<file path="config.mk">
export PLATFORM = sky130hd
export DESIGN_NAME = host_stream_axis_ports
export DESIGN_NICKNAME = d
export VERILOG_FILES = /design/src/rtl/stream_port_pkg.sv /design/src/rtl/host_stream_axis_ports.sv /design/src/rtl/stream_stage.sv
export SDC_FILE = /design/constraint.sdc
export NUM_CORES = 1
export LEC_CHECK = 0
export ABC_CLOCK_PERIOD_IN_PS = 1500
export CAP_MARGIN = 40
export CORE_MARGIN = 2
export CORE_UTILIZATION = 57
export DETAILED_ROUTE_END_ITERATION = 8
export DONT_BUFFER_PORTS = 1
export GPL_TIMING_DRIVEN = 0
export MAX_ROUTING_LAYER = met4
export PLACE_DENSITY = 0.75
export SLEW_MARGIN = 20
export SYNTH_ARGS = -nofsm -noshare
export SYNTH_HDL_FRONTEND = slang
export SYNTH_HIERARCHICAL = 1
export SYNTH_SLANG_ARGS = --single-unit
</file>
<file path="constraint.sdc">
create_clock -name core_clk_i -period 1.5 [get_ports core_clk_i]
set_clock_uncertainty 0.1 [all_clocks]
set_input_delay 0.15 -clock core_clk_i [delete_from_list [all_inputs] [get_ports core_clk_i]]
set_output_delay 0.15 -clock core_clk_i [all_outputs]
set_load 0.1 [all_outputs]
</file>
<file path="src/rtl/stream_port_pkg.sv">
// shared constants and carrier types for the host stream port set
package stream_port_pkg;
    localparam int WIDE_W = 32;
    localparam int BYTE_W = 8;
    localparam int APP_CLOCK_DIV = 2;
    localparam int STREAM_COUNT = 4;
    localparam int IDX_IN_WIDE = 0;
    localparam int IDX_IN_BYTE = 1;
    localparam int IDX_OUT_WIDE = 2;
    localparam int IDX_OUT_BYTE = 3;
    localparam logic LOOPBACK_DEFAULT = 1'b1;

    typedef struct packed {
        logic valid;
        logic [WIDE_W-1:0] data;
    } wide_word_type;

    typedef struct packed {
        logic valid;
        logic [BYTE_W-1:0] data;
    } byte_word_type;
endpackage

</file>
<file path="src/rtl/host_stream_axis_ports.sv">
// application-facing stream ports with loopback, file-open outputs and seek stub
// Function
// - each stream port carries only data, valid and ready.
// - there is no end-of-packet marker; each stream is an endless word sequence.
// - port names start with a direction prefix followed by the host file name.
// - each stream has a file-open output, high while its host file is open.
// - all stream ports run on the application clock and are sampled on it.
// - the application clock is derived from the core's internal interface clock.
// - by default the wide and byte host-to-logic streams loop back to their outbound pairs.
// - internal buffering moves words between the core rate and the application rate.
// - addressable streams get no application-side port.
// - an addressable stream reads end-of-file one cycle after the request and its writes never complete.
module host_stream_axis_ports #(
    parameter int APP_DIV = stream_port_pkg::APP_CLOCK_DIV
) (
    input wire logic core_clk_i,
    input wire logic rst_i,
    input wire logic loopback_en_i,
    input wire logic [3:0] file_open_i,
    output logic [3:0] file_open_o,
    output logic application_clock_ce_o,
    input wire stream_port_pkg::wide_word_type core_in_wide_i,
    output logic core_in_wide_ready_o,
    input wire stream_port_pkg::byte_word_type core_in_byte_i,
    output logic core_in_byte_ready_o,
    output stream_port_pkg::wide_word_type core_out_wide_o,
    input wire logic core_out_wide_ready_i,
    output stream_port_pkg::byte_word_type core_out_byte_o,
    input wire logic core_out_byte_ready_i,
    output logic [31:0] inbound_write_32_tdata_o,
    output logic inbound_write_32_tvalid_o,
    input wire logic inbound_write_32_tready_i,
    output logic [7:0] inbound_write_8_tdata_o,
    output logic inbound_write_8_tvalid_o,
    input wire logic inbound_write_8_tready_i,
    input wire logic [31:0] outbound_read_32_tdata_i,
    input wire logic outbound_read_32_tvalid_i,
    output logic outbound_read_32_tready_o,
    input wire logic [7:0] outbound_read_8_tdata_i,
    input wire logic outbound_read_8_tvalid_i,
    output logic outbound_read_8_tready_o,
    input wire logic seek_read_req_i,
    output logic seek_eof_o,
    input wire logic seek_write_valid_i,
    output logic seek_write_ready_o
);
    localparam int DIV_W = $clog2(APP_DIV + 1);

    logic [DIV_W-1:0] div_reg;
    logic [DIV_W-1:0] div_next;
    logic ce_reg;
    logic ce_next;
    logic [3:0] open_reg;
    logic eof_reg;
    logic eof_next;

    logic [31:0] wide_loop_data;
    logic wide_loop_valid;
    logic outbound_wide_loop_sink;
    logic [7:0] byte_loop_data;
    logic byte_loop_valid;
    logic outbound_byte_loop_sink;
    logic [31:0] wide_src_data;
    logic wide_src_valid;
    logic wide_src_ready;
    logic [7:0] byte_src_data;
    logic byte_src_valid;
    logic byte_src_ready;

    // application rate as an enable pulse taken from the core clock
    always_comb
    begin
        div_next = div_reg + DIV_W'(1);
        ce_next = 1'b0;
        if (div_reg == DIV_W'(APP_DIV - 1))
        begin
            div_next = '0;
            ce_next = 1'b1;
        end
    end

    // a seekable read has nothing to return, so it answers end-of-file next cycle
    always_comb
    begin
        eof_next = seek_read_req_i;
    end

    always_ff @(posedge core_clk_i or posedge rst_i)
    begin
        if (rst_i)
        begin
            div_reg <= '0;
            ce_reg <= 1'b0;
            open_reg <= 4'h0;
            eof_reg <= 1'b0;
        end
        else
        begin
            div_reg <= div_next;
            ce_reg <= ce_next;
            open_reg <= file_open_i;
            eof_reg <= eof_next;
        end
    end

    assign application_clock_ce_o = ce_reg;
    assign file_open_o = open_reg;
    assign seek_eof_o = eof_reg;
    // nothing consumes seekable writes, and no application port exists for them
    assign seek_write_ready_o = 1'b0;

    // inbound stages: core rate in, application rate out
    stream_stage #(.WIDTH(stream_port_pkg::WIDE_W)) in_wide_stage (
        .core_clk_i(core_clk_i),
        .rst_i(rst_i),
        .flush_i(~open_reg[stream_port_pkg::IDX_IN_WIDE]),
        .in_ce_i(1'b1),
        .in_valid_i(core_in_wide_i.valid),
        .in_data_i(core_in_wide_i.data),
        .in_ready_o(core_in_wide_ready_o),
        .out_ce_i(ce_reg),
        .out_valid_o(wide_loop_valid),
        .out_data_o(wide_loop_data),
        .out_ready_i(outbound_wide_loop_sink)
    );

    stream_stage #(.WIDTH(stream_port_pkg::BYTE_W)) in_byte_stage (
        .core_clk_i(core_clk_i),
        .rst_i(rst_i),
        .flush_i(~open_reg[stream_port_pkg::IDX_IN_BYTE]),
        .in_ce_i(1'b1),
        .in_valid_i(core_in_byte_i.valid),
        .in_data_i(core_in_byte_i.data),
        .in_ready_o(core_in_byte_ready_o),
        .out_ce_i(ce_reg),
        .out_valid_o(byte_loop_valid),
        .out_data_o(byte_loop_data),
        .out_ready_i(outbound_byte_loop_sink)
    );

    // loopback hides the application ports of both pairs while active
    always_comb
    begin
        inbound_write_32_tdata_o = wide_loop_data;
        inbound_write_8_tdata_o = byte_loop_data;
        if (loopback_en_i)
        begin
            inbound_write_32_tvalid_o = 1'b0;
            inbound_write_8_tvalid_o = 1'b0;
            outbound_read_32_tready_o = 1'b0;
            outbound_read_8_tready_o = 1'b0;
            wide_src_data = wide_loop_data;
            wide_src_valid = wide_loop_valid;
            outbound_wide_loop_sink = wide_src_ready;
            byte_src_data = byte_loop_data;
            byte_src_valid = byte_loop_valid;
            outbound_byte_loop_sink = byte_src_ready;
        end
        else
        begin
            inbound_write_32_tvalid_o = wide_loop_valid;
            inbound_write_8_tvalid_o = byte_loop_valid;
            outbound_wide_loop_sink = inbound_write_32_tready_i;
            outbound_byte_loop_sink = inbound_write_8_tready_i;
            wide_src_data = outbound_read_32_tdata_i;
            wide_src_valid = outbound_read_32_tvalid_i;
            outbound_read_32_tready_o = wide_src_ready;
            byte_src_data = outbound_read_8_tdata_i;
            byte_src_valid = outbound_read_8_tvalid_i;
            outbound_read_8_tready_o = byte_src_ready;
        end
    end

    // outbound stages: application rate in, core rate out
    stream_stage #(.WIDTH(stream_port_pkg::WIDE_W)) out_wide_stage (
        .core_clk_i(core_clk_i),
        .rst_i(rst_i),
        .flush_i(~open_reg[stream_port_pkg::IDX_OUT_WIDE]),
        .in_ce_i(ce_reg),
        .in_valid_i(wide_src_valid),
        .in_data_i(wide_src_data),
        .in_ready_o(wide_src_ready),
        .out_ce_i(1'b1),
        .out_valid_o(core_out_wide_o.valid),
        .out_data_o(core_out_wide_o.data),
        .out_ready_i(core_out_wide_ready_i)
    );

    stream_stage #(.WIDTH(stream_port_pkg::BYTE_W)) out_byte_stage (
        .core_clk_i(core_clk_i),
        .rst_i(rst_i),
        .flush_i(~open_reg[stream_port_pkg::IDX_OUT_BYTE]),
        .in_ce_i(ce_reg),
        .in_valid_i(byte_src_valid),
        .in_data_i(byte_src_data),
        .in_ready_o(byte_src_ready),
        .out_ce_i(1'b1),
        .out_valid_o(core_out_byte_o.valid),
        .out_data_o(core_out_byte_o.data),
        .out_ready_i(core_out_byte_ready_i)
    );
endmodule

</file>
<file path="src/rtl/stream_stage.sv">
// one-word holding stage that moves stream words between core and application rate
module stream_stage #(
    parameter int WIDTH = 32
) (
    input wire logic core_clk_i,
    input wire logic rst_i,
    input wire logic flush_i,
    input wire logic in_ce_i,
    input wire logic in_valid_i,
    input wire logic [WIDTH-1:0] in_data_i,
    output logic in_ready_o,
    input wire logic out_ce_i,
    output logic out_valid_o,
    output logic [WIDTH-1:0] out_data_o,
    input wire logic out_ready_i
);
    logic full_reg;
    logic full_next;
    logic [WIDTH-1:0] data_reg;
    logic [WIDTH-1:0] data_next;
    logic in_fire;
    logic out_fire;

    // half throughput is traded for a flop-only path with no bypass mux
    assign in_ready_o = ~full_reg & ~flush_i;
    assign out_valid_o = full_reg;
    assign out_data_o = data_reg;
    assign in_fire = in_valid_i & in_ready_o & in_ce_i;
    assign out_fire = full_reg & out_ready_i & out_ce_i;

    always_comb
    begin
        full_next = full_reg;
        data_next = data_reg;
        if (flush_i)
        begin
            full_next = 1'b0;
        end
        else if (out_fire)
        begin
            full_next = 1'b0;
        end
        else if (in_fire)
        begin
            full_next = 1'b1;
            data_next = in_data_i;
        end
    end

    always_ff @(posedge core_clk_i or posedge rst_i)
    begin
        if (rst_i)
        begin
            full_reg <= 1'b0;
            data_reg <= '0;
        end
        else
        begin
            full_reg <= full_next;
            data_reg <= data_next;
        end
    end
endmodule

</file>
==> impl_metrics.py, run 1 <==
metrics = {
    "outcome": {
        "status": "did not finish",
        "stop_stage": "clock tree synthesis",
        "tool.error": "[ERROR DPL-0038] Utilization greater than 100%, impossible to legalize",
    },
    "synthesis": {
        "ys_types": 15,
        "netlist.top_cell.by_area": "dfrtp_1",
        "synthesis.area_mm2": 0.00445,
        "syn-instance-count": 266,
        "synth_area_leaders": "dfrtp_1, mux2_4, mux2_2",
        "synth_seq_cells": 92,
        "syn_avg_cell_area_um2": 16.7,
        "synth_top_area_share_pct": 51.7,
        "yosysWarnings": 6,
        "yosysSeqAreaShare_pct": 51.7,
    },
    "floorplan": {
        "floorplan.initialDensity_pct": 58.2,
        "rows": 32,
        "die_x_um": 92.4,
        "io_pins": 192,
        "fp.dieH_um": 92.4,
    },
    "placement": {
        "io_buffers": 0,
        "place_congestion": 0.709,
        "place_hpwl_um": 10400,
        "dp_cells": 502,
    },
    "clocking": {
        "clock-sinks": 92,
        "hold_buffers": 92,
        "cts_root_buf": "clkbuf_8",
        "postCtsSetupBuffers": 15,
        "numCtsBuffers": 9,
        "cts-resized-gates": 37,
        "cts_htree_levels": 3,
        "cts_buffer_depth": 2,
    },
}
-- stage by stage --
| stage | setup slack, ns | utilization [%] | cell area [µm²] |
|---|---|---|---|
| after detailed placement | -0.439 | 87.5 | 6690 |
| after global placement | -0.420 | 61.1 | 4680 |
| after floorplan | -0.292 | - | 4550 |
-- cells in the mapped netlist --
| library cell | n |
|---|---|
| buf_12 | 6 |
| dfrtp_1 | 92 |
| conb_1 | 2 |
| buf_6 | 5 |
| nor4bb_1 | 2 |
| mux2_4 | 92 |
| and4bb_1 | 2 |
| nor2b_1 | 6 |
| nor2_1 | 4 |
| buf_2 | 2 |
| a21oi_1 | 4 |
| a311oi_1 | 4 |
| mux2_2 | 32 |
| inv_1 | 10 |
| buf_4 | 3 |
-- kinds of logic after synthesis --
| group | Yosys count | share of synthesized area (%) |
|---|---|---|
| buf+inv | 26 | 5.54 |
| flops | 92 | 51.7 |
| simple gates | 14 | 2.19 |
| compound gates | 8 | 1.24 |
| mux | 124 | 39.1 |
| other cells | 2 | 0.169 |
==> inputs of run 2 (changes only) <==
--- a/config.mk
+++ b/config.mk
@@ -5,15 +5,14 @@
 export SDC_FILE = /design/constraint.sdc
 export NUM_CORES = 1
 export LEC_CHECK = 0
-export ABC_CLOCK_PERIOD_IN_PS = 1500
+export ABC_CLOCK_PERIOD_IN_PS = 2000
 export CAP_MARGIN = 40
 export CORE_MARGIN = 2
-export CORE_UTILIZATION = 57
+export CORE_UTILIZATION = 40
 export DETAILED_ROUTE_END_ITERATION = 8
 export DONT_BUFFER_PORTS = 1
 export GPL_TIMING_DRIVEN = 0
-export MAX_ROUTING_LAYER = met4
-export PLACE_DENSITY = 0.75
+export PLACE_DENSITY_LB_ADDON = 0.15
 export SLEW_MARGIN = 20
 export SYNTH_ARGS = -nofsm -noshare
 export SYNTH_HDL_FRONTEND = slang
==> constraint.sdc (replaced) <==
create_clock -name core_clk_i -period 2 [get_ports core_clk_i]
set_clock_uncertainty 0.1 [all_clocks]
set_input_delay 0.2 -clock core_clk_i [delete_from_list [all_inputs] [get_ports core_clk_i]]
set_output_delay 0.2 -clock core_clk_i [all_outputs]
set_load 0.1 [all_outputs]
==> run 2 against run 1 <==
The flow now finishes, with violations (negative setup slack). Synthesized cell count unchanged. Synthesized area unchanged.
==> impl_metrics.py, run 2 <==
metrics = {
    "pwr": {
        "p_switching_mw": 5.77,
        "p_int_mw": 6.40,
        "p_seq_share_pct": 25.7,
        "power.total_mw": 12.2,
        "power_density_mw_per_mm2": 1430,
        "p_clk_share_pct": 10.8,
        "combPwrFrac_pct": 63.5,
        "leakagePower_nw": 3.77,
        "ir_drop_uv": 859,
        "swShare_pct": 47.4,
    },
    "synthesis": {
        "synthesis.area_mm2": 0.00445,
        "ys_types": 15,
        "synth_area_leaders": "dfrtp_1, mux2_4, mux2_2",
        "syn-instance-count": 266,
        "netlist.top_cell.by_area": "dfrtp_1",
        "yosys.area_share.xor_xnor_pct": 0,
        "synth_seq_cells": 92,
        "synth-async-reset-ratio_pct": 100,
        "yosysSeqAreaShare_pct": 51.7,
        "synth_compound_area_share_pct": 1.24,
        "synth_top_area_share_pct": 51.7,
        "synth_top_family_by_area": "multiplexers",
        "ys.flop_type": "dfrtp_1",
        "yosysWarnings": 6,
        "syn_avg_cell_area_um2": 16.7,
        "netlist_top_cells_count": "dfrtp_1, mux2_4, mux2_2",
        "synth_edf_count": 0,
        "synth_simple_gate_area_share_pct": 2.19,
        "synth_mux_area_share_pct": 39.1,
        "synth_fa_ha_area_share_pct": 0,
    },
    "clocking": {
        "numCtsBuffers": 9,
        "cts_tree": "done",
        "cts_htree_levels": 3,
        "cts_root_buf": "clkbuf_8",
        "cts_buffer_depth": 2,
        "clkLatencyLatePin_ns": 0.37,
        "clock-sinks": 92,
        "path_clk_slew_ns": 0.09,
    },
    "worst_setup_path": {
        "timing.rr.end": "out_wide_stage/out_data_o[4]$_DFFE_PP0P_",
        "crit_path_end_kind": "output pin",
        "critical_path_required_ns": 1.70,
        "crit_fanout": 3,
        "reg2regPathDepth": 4,
        "critical_path_class": "reg -> out",
        "critPathLaunchType": "flip-flop",
        "r2r_setup_slack_ns": 0.03,
        "reg2reg_from": "application_clock_ce_o$_DFF_PP0_",
        "cp_data_arrival_time_ns": 1.74,
    },
    "route": {
        "wl_met1_um": 5300,
        "num_vias": 3243,
        "antenna_left": 0,
        "wl_per_cell_um": 20.7,
        "first_pass_iters": 4,
        "first_iter_violations": 88,
        "drt-total-wl_um": 14200,
        "drc": 0,
        "met2_length_um": 7610,
        "highest_layer": "met4",
        "post_drt_via_cell_ratio": 4.74,
        "wl_met3_um": 962,
    },
    "min_path": {
        "hold_path_class": "in -> reg",
        "hp-start": "outbound_read_32_tdata_i[6]",
        "worstHoldEndpoint": "out_wide_stage/out_data_o[6]$_DFFE_PP0P_",
        "whs_path_depth": 2,
    },
    "sta": {
        "tightestPinTransition_ns": 0.892,
        "hold_viol_final": 0,
        "fin_ws_ns": -0.0389,
        "min_period_ns": 2.04,
        "fmax_ghz": 0.490,
        "fin_setup_tns_ns": -0.0699,
        "slew_viol_final": 0,
        "fin_crit_sh_pct": 102,
        "setup_violations": 2,
        "rsz0062_at_grt": "true",
        "worst_hold_slack_ns": 0.0233,
        "max-slew-margin-rel_pct": 40.5,
    },
    "floorplan": {
        "rows": 38,
        "die_x_um": 109,
        "io_pins": 192,
        "die-area_mm2": 0.0120,
        "core-area_mm2": 0.0108,
        "fp.dieH_um": 109,
        "floorplan.initialDensity_pct": 41.1,
    },
    "grt": {
        "gr-usage-all-layers_pct": 24.0,
        "grt_pass1_wl_um": 21100,
        "grt_max_degree": 25,
        "first_global_vias": 3674,
        "grt_overflow": 0,
        "antenna_found_initial": 0,
    },
    "cells_and_area": {
        "fin_area_mm2": 0.00849,
        "final_core_util_pct": 78.3,
        "layout-drive-gt1-share_pct": 48.9,
        "layout_common_cells": "mux2_4, dlygate4sd3_1, dfrtp_1, buf_16, buf_1",
        "final_common_cell": "mux2_4",
        "final_cells": 684,
        "nNetsFinal": 636,
        "diodes": 0,
        "area_growth_pct": 90.7,
        "fill_cells": 575,
        "multiInputGateArea_mm2": 0.00197,
        "seqCellArea_mm2": 0.00232,
    },
    "placement": {
        "io_buffers": 0,
        "place_hpwl_um": 9230,
        "dp_cells": 569,
        "place_congestion": 0.681,
        "post-place-ws_ns": -0.0999,
        "place_area_mm2": 0.00725,
    },
    "job": {
        "maxCapViolations": 0,
    },
    "outcome": {
        "status": "complete, but fails checks",
        "failed_checks": "negative setup slack",
    },
}
[run 2: logic make-up (layout without fill, tap and decap cells)]
| group | count (synthesis) | after routing |
|---|---|---|
| buf+inv | 26 | 299 |
| other cells | 2 | 7 |
| compound gates | 8 | 8 |
| simple gates | 14 | 14 |
| mux | 124 | 124 |
| flops | 92 | 92 |
[run 2: timing repair]
| action | 4_1_cts | 5_1_grt |
|---|---|---|
| pin swaps | 1 | 0 |
| setup buffers | 3 | 1 |
| gates resized for setup | 14 | 2 |
| hold buffers | 90 | 0 |
| endpoints found under the hold margin | 179 | 0 |
| setup endpoints to repair | 63 | 64 |
[run 2: per-layer routing]
metal	global-route usage (%)	vias to the layer above
li1	-	1472
met1	27.4	1624
met2	42.3	128
met3	8.48	19
met4	6.51	0
met5	0	-
[run 2: area by class of cell]
cell class	count	share of cell area [%]
multi-input cells	153	23.2
inverters	10	0.501
well taps	140	2.06
repair buffers	257	42.0
clock inverters	6	0.752
flip-flops and latches	92	27.4
clock buffers	10	1.62
plain buffers	16	2.46
[run 2: power groups by stage]
stage | Clock (mW) | Combinational (mW) | Sequential [mW]
floorplan | 0 | 1.01 | 6.06
global placement | 0 | 1.08 | 6.21
detailed placement | 0 | 7.35 | 3.23
CTS | 1.35 | 7.52 | 3.21
global route | 1.42 | 7.92 | 3.18
finish | 1.31 | 7.73 | 3.12
[run 2: critical path: stages, from the launching register on]
cell,delay (ns)
dfrtp_4,0.64
inv_4,0.08
nor2_4,0.09
nor2b_4,0.55
[run 2: worst max-delay path by stage]
| stage | to | cells after the start | from |
|---|---|---|---|
| finish | outbound_read_32_tready_o | 3 | file_open_o[2]$_DFF_PP0_ |
| global route | outbound_read_32_tready_o | 3 | file_open_o[2]$_DFF_PP0_ |
| CTS | outbound_read_8_tready_o | 3 | file_open_o[3]$_DFF_PP0_ |
| detailed placement | in_wide_stage/out_data_o[28]$_DFFE_PP0P_ | 5 | file_open_o[0]$_DFF_PP0_ |
| global placement | inbound_write_32_tvalid_o | 3 | loopback_en_i |
| floorplan | inbound_write_32_tvalid_o | 3 | loopback_en_i |
Power figures use the tool's default switching activity.
